[src/rtl/rsfs_pkg.sv]
package rsfs_pkg;

  // ==========================================================
  // Widths and reference encoding
  // ==========================================================
  localparam int CODE_W = 8;
  localparam int REF_W = 8;
  localparam int PHASES = 4;
  // Reference is in 6.25 mV steps
  localparam logic [REF_W-1:0] REF_ZERO = 8'h00;
  localparam logic [REF_W-1:0] REF_BOOT = 8'had;     // 1.081 V
  localparam logic [REF_W-1:0] REF_UV_ARM = 8'h50;   // 0.5 V
  localparam logic [REF_W-1:0] REF_STEP = 8'h01;     // One LSB
  localparam logic [CODE_W-1:0] CODE_OFF = 8'h00;    // Off code

  // ==========================================================
  // Timing
  // ==========================================================
  localparam int CLK_MHZ = 100;
  localparam int DELAY_MS = 2;                       // Initial wait
  localparam int DELAY_CYC = DELAY_MS * 1000 * CLK_MHZ;
  localparam int HOLD_US = 200;                      // Code-reading hold
  localparam int HOLD_CYC = HOLD_US * CLK_MHZ;
  localparam int STEP_CLK_MHZ = 1;                   // Step clock rate
  localparam int STEP_HALF_CYC = CLK_MHZ / (2 * STEP_CLK_MHZ);
  localparam int MASK_CYC = 16;                      // Guard re-arm delay
  localparam int SS_NS_PER_KOHM = 18520;             // Ramp gain
  localparam int RSS_KOHM = 27;                      // Default resistor
  localparam int SS_TOTAL_NS = SS_NS_PER_KOHM * RSS_KOHM;
  // Cycles per reference LSB during soft-start ramp to boot level
  localparam int SS_STEP_CYC = (SS_TOTAL_NS / 10) / 173;

  typedef enum logic [2:0] {
    RSFS_OFF,
    RSFS_WAIT,
    RSFS_RAMP_BOOT,
    RSFS_HOLD,
    RSFS_RAMP_CODE,
    RSFS_RUN,
    RSFS_LATCH
  } rsfs_state_e;

  // Latched fault outcome
  typedef enum logic [1:0] {
    RSFS_FLT_NONE,
    RSFS_FLT_OV,
    RSFS_FLT_HIZ
  } rsfs_fault_e;

endpackage

[src/rtl/rsfs_sequencer.sv]
`timescale 1ns/1ps
// What this block does
// Mask guards in transitions, re-arm after 16
// Sample code on step rise, confirm falling
// Then step one LSB per two step cycles
// Multi-step changes walk at half step-clock rate
// Overcurrent during transition latches disabled
// Start only with supplies good and enabled
// Wait at least 2 ms first
// Ramp to boot level, hold reading code
// Ramp boot to programmed level, same slope
// Ramp down when code below boot
// Ramp time follows soft-start resistor, configurable
// Undervoltage from 0.5 V; overvoltage fixed first
// Off code at hold end: boot, latch
// No code-line pulls before hold
// Release power-good after soft-start completes
// Phases high-Z, drivers off until first pulse
// Overvoltage may still force low sides
// Overvoltage armed when supply good and enabled
// Overvoltage: phases low, drivers on, fault
// Undervoltage handled like overvoltage
// Restart only after power or enable cycle
// Sense-negative disconnection latches high-Z with fault
// Ground amplifier disconnection latches high-Z, fault
// Synchronise comparator flags before use
// Current limit latches overcurrent high-Z
module rsfs_sequencer #(
  parameter int DELAY_CYCLES = rsfs_pkg::DELAY_CYC,
  parameter int HOLD_CYCLES = rsfs_pkg::HOLD_CYC,
  parameter int SS_STEP_CYCLES = rsfs_pkg::SS_STEP_CYC
) (
  input wire logic clk_in,
  input wire logic reset_n_in,
  input wire logic supply_good_in,
  input wire logic enable_in,
  input wire logic [rsfs_pkg::CODE_W-1:0] voltage_code_in,
  input wire logic [rsfs_pkg::PHASES-1:0] pwm_in,
  input wire logic ov_fixed_cmp_in,
  input wire logic ov_code_cmp_in,
  input wire logic uv_cmp_in,
  input wire logic current_limit_cmp_in,
  input wire logic sense_neg_disc_cmp_in,
  input wire logic gnd_amp_disc_cmp_in,
  output logic [rsfs_pkg::PHASES-1:0] phase_modulation_output_out,
  output logic [rsfs_pkg::PHASES-1:0] phase_modulation_oe_out,
  output logic driver_enable_output_out,
  output logic fault_output_out,
  output logic power_good_oe_out,
  output logic code_pull_enable_out,
  output logic dynamic_code_transition_out,
  output logic [rsfs_pkg::REF_W-1:0] reference_out
);
  import rsfs_pkg::*;

  localparam int CNT_W = 32;
  localparam int NSYNC = 8;

  // ==========================================================
  // State
  // ==========================================================
  typedef struct packed {
    logic [NSYNC-1:0] sync1;
    logic [NSYNC-1:0] sync2;
    logic [CODE_W-1:0] code_s1;
    logic [CODE_W-1:0] code_s2;
    rsfs_state_e state;
    logic [CNT_W-1:0] cnt;
    logic [7:0] step_div;
    logic step_clk;
    logic [CODE_W-1:0] code_cur;
    logic [CODE_W-1:0] code_cand;
    logic cand_valid;
    logic stepping;
    logic step_phase;
    logic [4:0] mask_cnt;
    logic ov_armed;
    logic uv_armed;
    logic boot_reached;
    logic switching;
    logic off_latch;
    logic [REF_W-1:0] ref_v;
    rsfs_fault_e fault;
    logic [PHASES-1:0] ph_out;
    logic [PHASES-1:0] ph_oe;
    logic drv_en;
    logic fault_output;
    logic pg_oe;
    logic pull;
    logic dynamic_code_transition;
  } rsfs_state_s;

  rsfs_state_s st_r;
  rsfs_state_s st_nxt;

  logic supply_s;
  logic enable_s;
  logic ov_fix_s;
  logic ov_code_s;
  logic uv_s;
  logic oc_s;
  logic sn_s;
  logic gnd_s;
  logic step_rise;
  logic step_fall;
  logic [REF_W-1:0] target;
  logic ss_tick;
  logic ov_hit;
  logic uv_hit;
  logic hiz_hit;

  // Synchronised flags from the second flop stage only
  assign supply_s = st_r.sync2[0];
  assign enable_s = st_r.sync2[1];
  assign ov_fix_s = st_r.sync2[2];
  assign ov_code_s = st_r.sync2[3];
  assign uv_s = st_r.sync2[4];
  assign oc_s = st_r.sync2[5];
  assign sn_s = st_r.sync2[6];
  assign gnd_s = st_r.sync2[7];

  // Code maps one to one onto reference steps
  assign target = REF_W'(st_r.code_cur);

  // ==========================================================
  // Next-state logic
  // ==========================================================
  always_comb
  begin
    st_nxt = st_r;
    // Two-flop synchronisers for pins and comparators
    st_nxt.sync1 = {gnd_amp_disc_cmp_in, sense_neg_disc_cmp_in, current_limit_cmp_in,
                    uv_cmp_in, ov_code_cmp_in, ov_fixed_cmp_in, enable_in,
                    supply_good_in};
    st_nxt.sync2 = st_r.sync1;
    st_nxt.code_s1 = voltage_code_in;
    st_nxt.code_s2 = st_r.code_s1;

    // Step clock divider: 1 MHz square wave as edge enables
    step_rise = 1'b0;
    step_fall = 1'b0;
    if (st_r.step_div == 8'(STEP_HALF_CYC - 1))
    begin
      st_nxt.step_div = 8'h00;
      st_nxt.step_clk = ~st_r.step_clk;
      step_rise = ~st_r.step_clk;
      step_fall = st_r.step_clk;
    end
    else
    begin
      st_nxt.step_div = st_r.step_div + 8'h01;
    end

    ss_tick = (st_r.cnt >= CNT_W'(SS_STEP_CYCLES - 1));
    if (st_r.state == RSFS_RAMP_BOOT || st_r.state == RSFS_RAMP_CODE
        || st_r.state == RSFS_WAIT || st_r.state == RSFS_HOLD)
    begin
      st_nxt.cnt = st_r.cnt + 32'h1;
    end

    // Guard arming, fixed threshold before boot level
    st_nxt.ov_armed = supply_s & enable_s;
    if (st_r.ref_v >= REF_UV_ARM)
    begin
      st_nxt.uv_armed = 1'b1;
    end
    if (st_r.mask_cnt != 5'h00)
    begin
      st_nxt.mask_cnt = st_r.mask_cnt - 5'h01;
    end
    ov_hit = st_r.ov_armed && st_r.mask_cnt == 5'h00 && !st_r.stepping
             && (st_r.boot_reached ? ov_code_s : ov_fix_s);
    uv_hit = st_r.uv_armed && st_r.mask_cnt == 5'h00 && !st_r.stepping
             && uv_s;
    hiz_hit = sn_s | gnd_s | oc_s;

    // Sequencer
    unique case (st_r.state)
      RSFS_OFF:
      begin
        st_nxt.cnt = '0;
        if (supply_s && enable_s)
        begin
          st_nxt.state = RSFS_WAIT;
        end
      end
      RSFS_WAIT:
      begin
        if (st_r.cnt >= CNT_W'(DELAY_CYCLES - 1))
        begin
          st_nxt.state = RSFS_RAMP_BOOT;
          st_nxt.cnt = '0;
        end
      end
      RSFS_RAMP_BOOT:
      begin
        if (ss_tick)
        begin
          st_nxt.cnt = '0;
          if (st_r.ref_v < REF_BOOT)
          begin
            st_nxt.ref_v = st_r.ref_v + REF_STEP;
          end
          else
          begin
            st_nxt.state = RSFS_HOLD;
            st_nxt.boot_reached = 1'b1;
            st_nxt.pull = 1'b1;
          end
        end
      end
      RSFS_HOLD:
      begin
        if (st_r.cnt >= CNT_W'(HOLD_CYCLES - 1))
        begin
          st_nxt.cnt = '0;
          st_nxt.code_cur = st_r.code_s2;
          if (st_r.code_s2 == CODE_OFF)
          begin
            st_nxt.state = RSFS_LATCH;
            st_nxt.off_latch = 1'b1;
          end
          else
          begin
            st_nxt.state = RSFS_RAMP_CODE;
          end
        end
      end
      RSFS_RAMP_CODE:
      begin
        if (ss_tick)
        begin
          st_nxt.cnt = '0;
          if (st_r.ref_v < target)
          begin
            st_nxt.ref_v = st_r.ref_v + REF_STEP;
          end
          else if (st_r.ref_v > target)
          begin
            st_nxt.ref_v = st_r.ref_v - REF_STEP;
          end
          else
          begin
            st_nxt.state = RSFS_RUN;
            st_nxt.pg_oe = 1'b0;
          end
        end
      end
      RSFS_RUN:
      begin
        // Code-change detect on step rise, confirm on following fall
        if (step_rise && !st_r.stepping && st_r.code_s2 != st_r.code_cur)
        begin
          st_nxt.code_cand = st_r.code_s2;
          st_nxt.cand_valid = 1'b1;
        end
        if (step_fall && st_r.cand_valid)
        begin
          st_nxt.cand_valid = 1'b0;
          if (st_r.code_s2 == st_r.code_cand)
          begin
            st_nxt.code_cur = st_r.code_cand;
            st_nxt.stepping = 1'b1;
            st_nxt.step_phase = 1'b0;
            st_nxt.dynamic_code_transition = 1'b1;
          end
        end
        // One LSB every two step-clock cycles from next rise
        if (step_rise && st_r.stepping)
        begin
          st_nxt.step_phase = ~st_r.step_phase;
          if (!st_r.step_phase)
          begin
            if (st_r.ref_v < target)
            begin
              st_nxt.ref_v = st_r.ref_v + REF_STEP;
            end
            else if (st_r.ref_v > target)
            begin
              st_nxt.ref_v = st_r.ref_v - REF_STEP;
            end
            else
            begin
              st_nxt.stepping = 1'b0;
              st_nxt.dynamic_code_transition = 1'b0;
              st_nxt.mask_cnt = 5'(MASK_CYC);
            end
          end
        end
      end
      RSFS_LATCH:
      begin
        // Exit only by enable or supply cycling
        if (!supply_s || !enable_s)
        begin
          st_nxt = '0;
          // Synchronisers keep shifting through the restart
          st_nxt.sync1 = {gnd_amp_disc_cmp_in, sense_neg_disc_cmp_in, current_limit_cmp_in,
                          uv_cmp_in, ov_code_cmp_in, ov_fixed_cmp_in, enable_in,
                          supply_good_in};
          st_nxt.sync2 = st_r.sync1;
          st_nxt.code_s1 = voltage_code_in;
          st_nxt.code_s2 = st_r.code_s1;
          st_nxt.pg_oe = 1'b1;
          st_nxt.state = RSFS_OFF;
          st_nxt.fault = RSFS_FLT_NONE;
        end
      end
      default:
      begin
        st_nxt.state = RSFS_OFF;
      end
    endcase

    // Enable loss outside a latch restarts the sequence
    if (st_r.state != RSFS_OFF && st_r.state != RSFS_LATCH && !(supply_s && enable_s))
    begin
      st_nxt.state = RSFS_OFF;
      st_nxt.ref_v = REF_ZERO;
      st_nxt.pg_oe = 1'b1;
      st_nxt.switching = 1'b0;
      st_nxt.pull = 1'b0;
      st_nxt.boot_reached = 1'b0;
      st_nxt.uv_armed = 1'b0;
      st_nxt.stepping = 1'b0;
      st_nxt.dynamic_code_transition = 1'b0;
      st_nxt.cand_valid = 1'b0;
    end
    else if (st_r.state != RSFS_OFF && st_r.state != RSFS_LATCH)
    begin
      // Protection latching, high-Z faults take priority
      if (hiz_hit)
      begin
        st_nxt.state = RSFS_LATCH;
        st_nxt.fault = RSFS_FLT_HIZ;
      end
      else if (ov_hit || uv_hit)
      begin
        st_nxt.state = RSFS_LATCH;
        st_nxt.fault = RSFS_FLT_OV;
      end
    end

    // First modulation pulse ends low-side-free start
    if (st_r.state != RSFS_OFF && st_r.state != RSFS_LATCH && st_r.state != RSFS_WAIT
        && |pwm_in)
    begin
      st_nxt.switching = 1'b1;
    end

    // Output drive
    st_nxt.ph_out = pwm_in;
    st_nxt.ph_oe = {PHASES{st_nxt.switching}};
    st_nxt.drv_en = st_nxt.switching;
    st_nxt.fault_output = 1'b0;
    if (st_nxt.state == RSFS_LATCH)
    begin
      st_nxt.pg_oe = 1'b1;
      st_nxt.fault_output = (st_nxt.fault != RSFS_FLT_NONE);
      st_nxt.ph_out = '0;
      st_nxt.ph_oe = '0;
      st_nxt.drv_en = 1'b0;
      if (st_nxt.fault == RSFS_FLT_OV)
      begin
        st_nxt.ph_oe = {PHASES{1'b1}};
        st_nxt.drv_en = 1'b1;
      end
    end
  end

  // ==========================================================
  // State register
  // ==========================================================
  always_ff @(posedge clk_in or negedge reset_n_in)
  begin
    if (!reset_n_in)
    begin
      st_r <= '0;
      st_r.pg_oe <= 1'b1; // Power good held low in reset
    end
    else
    begin
      st_r <= st_nxt;
    end
  end

  // Outputs straight from the state register
  assign phase_modulation_output_out = st_r.ph_out;
  assign phase_modulation_oe_out = st_r.ph_oe;
  assign driver_enable_output_out = st_r.drv_en;
  assign fault_output_out = st_r.fault_output;
  assign power_good_oe_out = st_r.pg_oe;
  assign code_pull_enable_out = st_r.pull;
  assign dynamic_code_transition_out = st_r.dynamic_code_transition;
  assign reference_out = st_r.ref_v;
endmodule

[config.mk]
export PLATFORM = sky130hd
export DESIGN_NAME = rsfs_sequencer
export DESIGN_NICKNAME = d
export VERILOG_FILES = /design/src/rtl/rsfs_pkg.sv /design/src/rtl/rsfs_sequencer.sv
export SDC_FILE = /design/constraint.sdc
export NUM_CORES = 1
export LEC_CHECK = 0
export BUFFER_PORTS_ARGS = -buffer_cell sky130_fd_sc_hd__buf_4
export CAP_MARGIN = 15
export CORE_ASPECT_RATIO = 0.75
export CORE_UTILIZATION = 55
export DETAILED_ROUTE_END_ITERATION = 7
export PLACE_DENSITY = 0.81
export SYNTH_ARGS = -nofsm -noshare
export SYNTH_HDL_FRONTEND = slang
export SYNTH_SLANG_ARGS = --single-unit
[constraint.sdc]
create_clock -name clk_in -period 5.46 [get_ports clk_in]
set_input_delay 1.092 -clock clk_in [delete_from_list [all_inputs] [get_ports clk_in]]
set_output_delay 1.092 -clock clk_in [all_outputs]
set_load 0.05 [all_outputs]
; After elaboration in Yosys (flattened, before gate mapping)
; Cells that the tools add are included.
[word_totals]
regBits = 127
out_inout_bits = 21
[op_classes]
addsub = 5
n_lt_le_gt_ge = 7
n_eq_ne = 32
mux = 77
bitwise = 5
n_reduce_logical = 45
[op_table]
columns = op, n
row1 = $pmux 32 s6, 1
row2 = $mux 35, 4
row3 = $mux 8, 12
row4 = $mux 96, 1
row5 = $mux 3, 11
row6 = $add 32x1->32 const B, 1
row7 = $ge 32x15->1 const B, 1
row8 = $ge 32x18->1 const B, 1
row9 = $ge 32x9->1 const B, 1
row10 = $mux 32, 1
row11 = $pmux 16 s2, 1
row12 = $pmux 8 s4, 1
row13 = $mux 5, 5
row14 = $pmux 8 s3, 1
row15 = $mux 1, 21
row16 = $pmux 3 s7, 1
row17 = $mux 9, 2
row18 = $ne 3x3->1 const B, 6
row19 = $add 8x1->8 const B, 2
row20 = $mux 2, 8
row21 = $logic_and 1x1->1, 15
row22 = $eq 3x3->1 const B, 4
row23 = $mux 12, 1
row24 = $ne 4x2->1 const B, 3
row25 = other kinds (38), 66

; Depth between registers and ports, before layout
; Gate-level depths: netlist (run 1).
[depth]
depth_word = 14
ltp_mapped = 12
depth_no_buf = 11

; Worst setup path after synthesis (run 1)
; OpenSTA, ideal clock, no wires.
[synth_timing]
path_kind = register -> register
from = reg st_r[54] (netlist name)
to = reg st_r, in the netlist reference_out[2]
setup_time_ps = 80
t_arrival_ps = 2717
path_slack_ps = 2663
path_stages_with_launch = 12
path_buffers = 0
path_cell_list = dfrtp_1 inv_1 ha_1 or4b_2 nor3_1 ha_1 nand3b_1 a21oi_1 o32ai_2 a211o_2 o31a_1 o22ai_2
[synth_via]
elab_chain_cells = 5
[synth_rtl]
columns = item, line
row1 = from (decl), rsfs_sequencer.sv:93  ; rsfs_state_s st_r;
row2 = from (signal assigned), rsfs_sequencer.sv:383  ; st_r <= st_nxt;
row3 = $eq 8x6->1, rsfs_sequencer.sv:142  ; if (st_r.step_div == 8'(STEP_HALF_CYC - 1))
row4 = $mux 1, rsfs_sequencer.sv:142
row5 = $logic_and 1x1->1, rsfs_sequencer.sv:269  ; if (step_rise && st_r.stepping)
row6 = $ne 3x3->1 (no line), -
row7 = $reduce_and 7->1 (no line), -
; No other way between the ends.
; A chain may end at the register's enable or synchronous reset.

; Final worst setup path (run 1)
; Ends and elaborated chain as after synthesis.

==> impl_metrics.py, run 1 <==
metrics = {
    "layout": {
        "drive_above_1_share_pct": 18.4,
        "layout_commonest_cell": "dfrtp_1",
        "nets": 679,
        "fillers": 854,
        "multi_input_area_um2": 2890,
        "n_antenna_cell": 0,
        "final_cell_mix": "121 x dfrtp_1, 74 x nor2_1, 44 x buf_4",
        "syn_to_final_growth_pct": 13.6,
        "final_area_um2": 7150,
        "final_cells": 792,
        "seq_area_um2": 3050,
    },
    "yosys": {
        "ys_top_cells_by_area": "dfrtp_1 48%, xnor2_1 5.0%, nor2_1 4.4%",
        "synth_edf_count": 0,
        "synth_top_area_cell": "dfrtp_1",
        "synth_cells": 613,
        "ys_async_sr_fraction_pct": 100,
        "ys.warnings.count": 0,
        "synth_ff_type": "dfrtp_1",
        "synth_nets": 653,
        "yosysTopAreaCellShare_pct": 48.1,
        "netlist_area_um2": 6290,
        "synth.avg_cell_area_um2": 10.3,
        "yosysSeqAreaShare_pct": 48.5,
        "synth_cell_types": 78,
        "ys_ff_latch": 122,
    },
    "pwr": {
        "peakVddDrop_mv": 0.320,
        "p_leak_nw": 3.19,
        "p_per_area_nw_per_um2": 476,
    },
    "clocking": {
        "cts_tree": "built",
        "cts_setup_buffers": 0,
        "h-tree-depth": 4,
        "numCtsBuffers": 17,
        "ctsResizeCount": 0,
        "root_buffer": "clkbuf_16",
        "cts.reportedPaths.clkPinSlew_ps": 60,
        "insertion_delay_ps": 410,
        "cts.sinks": 122,
        "clockBufferDepth": 2,
        "holdBufCountCts": 0,
    },
    "worst_setup_path": {
        "cp.required_ps": 5790,
        "reg2reg_from": "st_r[54]",
        "crit_path_end_kind": "flip-flop",
        "cp-endpoint": "reference_out[2]",
        "r2r.worst_path.cells": 11,
        "ff2ff_setup_slack_ps": 2240,
        "worstSetupStartpointType": "flip-flop",
        "critPathMaxFanout": 5,
        "cp_slowest_cell": "or4b_2",
        "reg2reg_to": "reference_out[2]",
        "cp-startpoint": "st_r[54]",
        "worstSetupPathType": "flip-flop to flip-flop",
        "max_stage_delay_ps": 580,
        "path_common_cell": "ha_1",
        "arrival_ps": 3560,
        "path_cells": "inv_1 > ha_1 > or4b_2 > nor3_1 > ha_1 > nand3b_1 > a21oi_1 > o32ai_2 > a211o_2 > o31a_1 > o22ai_2",
    },
    "floorplanning": {
        "dieArea_um2": 11900,
        "rows": 33,
        "io_pins": 43,
        "die_y_um": 94.6,
        "fp.dieW_um": 125,
        "start_util_pct": 57.1,
        "core_um2": 11000,
    },
    "route": {
        "top_layer_used": "met4",
        "met3WireLength_um": 912,
        "drt-total-wl_um": 13700,
        "vias": 4748,
        "routed_via_density": 5.99,
        "route.met2.wl_um": 6080,
        "drc": 5,
        "firstDrtPassIters": 7,
        "wl_per_cell_um": 17.3,
        "wl_met1_um": 6400,
        "postRouteAntennaNets": 0,
        "drtIter0Drc": 402,
    },
    "timing": {
        "finalCritPeriodShare_pct": 59.0,
        "setup_tns_ps": 0,
        "fin_worst_skew_ps": 4.71,
        "max_freq_mhz": 310,
        "tightest_slew_ps": 889,
        "fin_crit_ps": 3220,
        "rsz0062_at_grt": "no",
        "maxSlewHeadroom_pct": 40.8,
        "slew_violations": 0,
        "setup_viol": 0,
        "hold_viol_final": 0,
    },
    "grt": {
        "antenna_found_initial": 0,
        "grt_use_total_pct": 24.7,
        "grt_pass1_vias": 4416,
        "grt_max_degree": 70,
        "grt_overflow": 0,
        "grt_pass1_wl_um": 22700,
    },
    "run": {
        "max_cap_violations": 0,
    },
    "placed_design": {
        "place_hpwl_um": 9270,
        "placed_area_um2": 6540,
        "dp_cells": 760,
        "place.gp.congestion": 0.861,
        "port_buffers": 42,
    },
    "hold_path": {
        "hold_path.class": "flip-flop to flip-flop",
    },
    "outcome": {
        "violations": "design-rule violations",
        "outcome": "finished, violations left",
    },
}
power by group:
part	switching [W]	total, W	internal, W
clock network	0.000416	0.00115	0.000731
logic	0.000678	0.00106	0.000384
registers	0.000163	0.00120	0.00103
total	0.00126	0.00341	0.00215
logic make-up after synthesis:
kind of cell             synth area share, %
buffers and inverters                   5.65
XOR/XNOR                                7.24
flip-flops                              48.5
AO/OA/AOI/OAI                           15.7
AND/OR/NAND/NOR                         18.4
adder cells (fa/ha/maj)                 3.58
multiplexers                           0.895
worst max-delay path, delay by kind of cell, from the launching register on:
| family | cells | cell delay [ps] |
|---|---|---|
| AOI/OAI and AO/OA | 5 | 1200 |
| and+or+nand+nor | 3 | 1010 |
| DFF | 1 | 420 |
| adders and majority gates | 2 | 410 |
| buffers and inverters | 1 | 110 |
metrics by stage:
| step | total power, W | util [%] | hold slack (ps) | worst slack (ps) |
|---|---|---|---|---|
| after floorplan | 0.00202 | - | 331 | 2660 |
| after global placement | 0.00220 | 59.3 | 333 | 2410 |
| final | 0.00341 | 64.8 | 348 | 2240 |
| after detailed placement | 0.00225 | 59.3 | 336 | 2290 |
| after CTS | 0.00341 | 64.8 | 348 | 2260 |
| after global routing | 0.00358 | 64.8 | 360 | 2080 |
cell usage after synthesis (7+ instances only):
library cell / number
a21oi_1: 27
a221oi_1: 7
a31o_2: 8
and3_1: 12
buf_4: 16
clkbuf_1: 9
dfrtp_1: 121
ha_1: 18
inv_1: 25
nand2_1: 25
nand3_1: 20
nand4_1: 13
nor2_1: 74
nor2b_1: 17
nor3_1: 15
nor4_1: 8
o21ai_0: 26
xnor2_1: 36
xor2_1: 16
state kept, by name (all words and copies together) (netlist names):
signal	count
enable_s	1
oc_s	1
ov_fix_s	1
phase_modulation_output_out	4
power_good_oe_out	1
ov_code_s	1
target	8
reference_out	8
phase_modulation_oe_out	1
fault_output_out	1
dynamic_code_transition_out	1
sn_s	1
gnd_s	1
st_r	92
metal layers:
layer	up-vias	GRT usage, %
met1	2313	34.6
met4	0	10.6
li1	2226	-
met2	177	36.8
met3	32	5.89
met5	-	0
area by class of cell:
cell class / count / area share, %
Multi-Input combinational cell: 429 / 40.4
Inverter: 25 / 1.31
Clock inverter: 14 / 2.35
Clock buffer: 18 / 6.14
Sequential cell: 122 / 42.7
Tap cell: 140 / 2.45
Timing Repair Buffer: 44 / 4.62
worst min path at each step:
stage	start	end	slack (ps)	cells past startpoint
after floorplan	st_r[121]	enable_s	330	0
after global placement	st_r[105]	st_r[97]	330	0
after detailed placement	st_r[125]	oc_s	340	0
after CTS	st_r[125]	oc_s	350	0
after global routing	st_r[120]	st_r[112]	360	0
final	st_r[125]	oc_s	350	0
Note: power is estimated with default switching activity, not from simulation.
==> inputs of run 2 (changes only) <==
--- a/config.mk
+++ b/config.mk
@@ -10,7 +10,7 @@
 export CORE_ASPECT_RATIO = 0.75
 export CORE_UTILIZATION = 55
 export DETAILED_ROUTE_END_ITERATION = 7
-export PLACE_DENSITY = 0.81
+export PLACE_DENSITY = 0.83
 export SYNTH_ARGS = -nofsm -noshare
 export SYNTH_HDL_FRONTEND = slang
 export SYNTH_SLANG_ARGS = --single-unit
==> constraint.sdc (replaced) <==
create_clock -name clk_in -period 2.7 [get_ports clk_in]
set_input_delay 0.54 -clock clk_in [delete_from_list [all_inputs] [get_ports clk_in]]
set_output_delay 0.54 -clock clk_in [all_outputs]
set_load 0.05 [all_outputs]
==> run 2 against run 1 <==
Net effect: the run ends with design-rule violations, negative setup slack left; total power grew 110%; setup slack lost 2200 ps; via count grew 7.8%; combinational power grew to 2.6 times the previous value; clock power grew 91%; sequential share of layout area shrank 2.3 points; count of clock-buffer cells in the layout is the same; critical path type unchanged; critical endpoint unchanged.
==> impl_metrics.py, run 2 (synthesized netlist as in run 1, its figures left out) <==
metrics = {
    "outcome": {
        "outcome": "finished, violations left",
        "violations": "design-rule violations, negative setup slack",
    },
    "hold_path": {
        "hold_path.class": "input pin to async pin",
    },
    "timing": {
        "hold_viol_final": 0,
        "rsz0062_at_grt": "yes",
        "finalCritPeriodShare_pct": 100,
        "tightest_slew_ps": 814,
        "hold_ws_ps": 122,
        "worst_slack_ps": -5.97,
        "fin_worst_skew_ps": 8.00,
        "fin_crit_ps": 2710,
        "slew_violations": 0,
        "max_freq_mhz": 370,
        "maxSlewHeadroom_pct": 45.3,
        "setup_viol": 2,
    },
    "clocking": {
        "h-tree-depth": 4,
        "holdBufCountCts": 0,
        "insertion_delay_ps": 420,
        "root_buffer": "clkbuf_16",
        "cts_tree": "built",
        "cts.sinks": 122,
        "numCtsBuffers": 17,
        "cts.reportedPaths.clkPinSlew_ps": 60,
        "clockBufferDepth": 2,
    },
    "floorplanning": {
        "dieArea_um2": 11900,
        "rows": 33,
        "start_util_pct": 57.1,
        "io_pins": 43,
        "core_um2": 11000,
        "die_y_um": 94.6,
        "fp.dieW_um": 125,
    },
    "layout": {
        "nets": 720,
        "final_area_um2": 7550,
        "layout_commonest_cell": "dfrtp_1",
        "largest_register": "st_r",
        "drive_above_1_share_pct": 25.7,
        "final_cell_mix": "121 x dfrtp_1, 83 x buf_4, 73 x nor2_1",
        "fin_util_pct": 68.5,
        "fillers": 720,
        "n_antenna_cell": 0,
        "largest_reg_flops": 92,
        "syn_to_final_growth_pct": 20.0,
    },
    "pwr": {
        "p_leak_nw": 3.40,
        "peakVddDrop_mv": 0.665,
        "p_per_area_nw_per_um2": 969,
    },
    "worst_setup_path": {
        "critPathMaxFanout": 5,
        "crit_path_end_kind": "flip-flop",
        "cp-startpoint": "st_r[54]",
        "path_cells": "inv_1 > ha_1 > or4b_4 > nor3_4 > ha_2 > nand3b_1 > a21oi_2 > o32ai_4 > a211o_2 > o31a_1 > o22ai_2",
        "max_stage_delay_ps": 460,
        "ff2ff_setup_slack_ps": -6,
        "reg2reg_from": "st_r[54]",
        "r2r.worst_path.cells": 11,
        "cp_slowest_cell": "or4b_4",
        "cp.required_ps": 3040,
        "worstSetupPathType": "flip-flop to flip-flop",
        "worstSetupStartpointType": "flip-flop",
        "reg2reg_to": "reference_out[2]",
        "cp-endpoint": "reference_out[2]",
        "path_depth": 11,
        "critPathTopFamily": "compound AO/OA/AOI/OAI gates",
        "arrival_ps": 3050,
        "path_buf_inv": 1,
    },
    "placed_design": {
        "port_buffers": 42,
        "place.gp.congestion": 0.863,
        "placed_area_um2": 6840,
        "place_hpwl_um": 10000,
    },
    "route": {
        "postRouteAntennaNets": 0,
        "wl_per_cell_um": 18.3,
        "routed_via_density": 6.14,
        "drt-total-wl_um": 15200,
        "vias": 5117,
        "firstDrtPassIters": 8,
        "drc": 6,
        "drtIter0Drc": 614,
    },
    "grt": {
        "grt_use_total_pct": 27.1,
        "grt_pass1_wl_um": 24900,
        "grt_max_degree": 50,
        "grt_overflow": 0,
        "grt_pass1_vias": 4985,
        "antenna_found_initial": 0,
    },
    "run": {
        "max_cap_violations": 0,
    },
}
run 2: cell type report:
class / count / area [um2] / share of cell area (%)
multi-input combinational: 430 / 3010 / 39.8
clock inverter: 14 / 138 / 1.82
sequential: 122 / 3050 / 40.4
clock buffer: 18 / 439 / 5.82
tap: 140 / 175 / 2.32
timing repair buffer: 84 / 643 / 8.52
inverter: 25 / 93.8 / 1.24
run 2: where the power goes:
part           internal (W)  leakage, nW  total, W  switching [W]
registers           0.00211         1.57   0.00238       0.000269
logic               0.00105         1.55   0.00274        0.00170
clock network       0.00131        0.272   0.00220       0.000889
total               0.00447         3.40   0.00732        0.00285
run 2: repair_timing:
action	CTS	global route
cloned	0	1
setup endpoints to repair	22	64
setup buffers	2	2
gates resized for setup	4	18
pin swaps	5	3
run 2: routing by layer:
layer / up-vias / GRT usage, % / routed length (um)
met2: 258 / 41.6 / 6940
li1: 2313 / - / -
met5: - / 0 / 0
met4: 0 / 12.0 / 346
met3: 46 / 6.12 / 1220
met1: 2500 / 37.1 / 6730
run 2: how the worst min path moves through the flow:
stage                from                     endpoint  slack (ps)  cells past startpoint
6_report       reset_n_in                     st_r[14]         120                      1
2_1_floorplan  reset_n_in  dynamic_code_transition_out         240                      0
3_3_place_gp    st_r[107]                     st_r[99]         330                      0
3_5_place_dp    st_r[121]                     enable_s         330                      0
4_1_cts        reset_n_in                     st_r[14]         140                      1
5_1_grt        reset_n_in                     st_r[14]         180                      1
run 2: metrics by stage:
| step | power [W] | setup slack [ps] | std cells | TNS [ps] |
|---|---|---|---|---|
| CTS | 0.00722 | 11.6 | 830 | 0 |
| global placement | 0.00483 | -72.3 | 796 | -72.3 |
| finish | 0.00732 | -5.97 | 833 | -11.1 |
| detailed placement | 0.00496 | -148 | 796 | -715 |
| floorplan | 0.00428 | 32.2 | 613 | 0 |
| global route | 0.00770 | -125 | 833 | -333 |
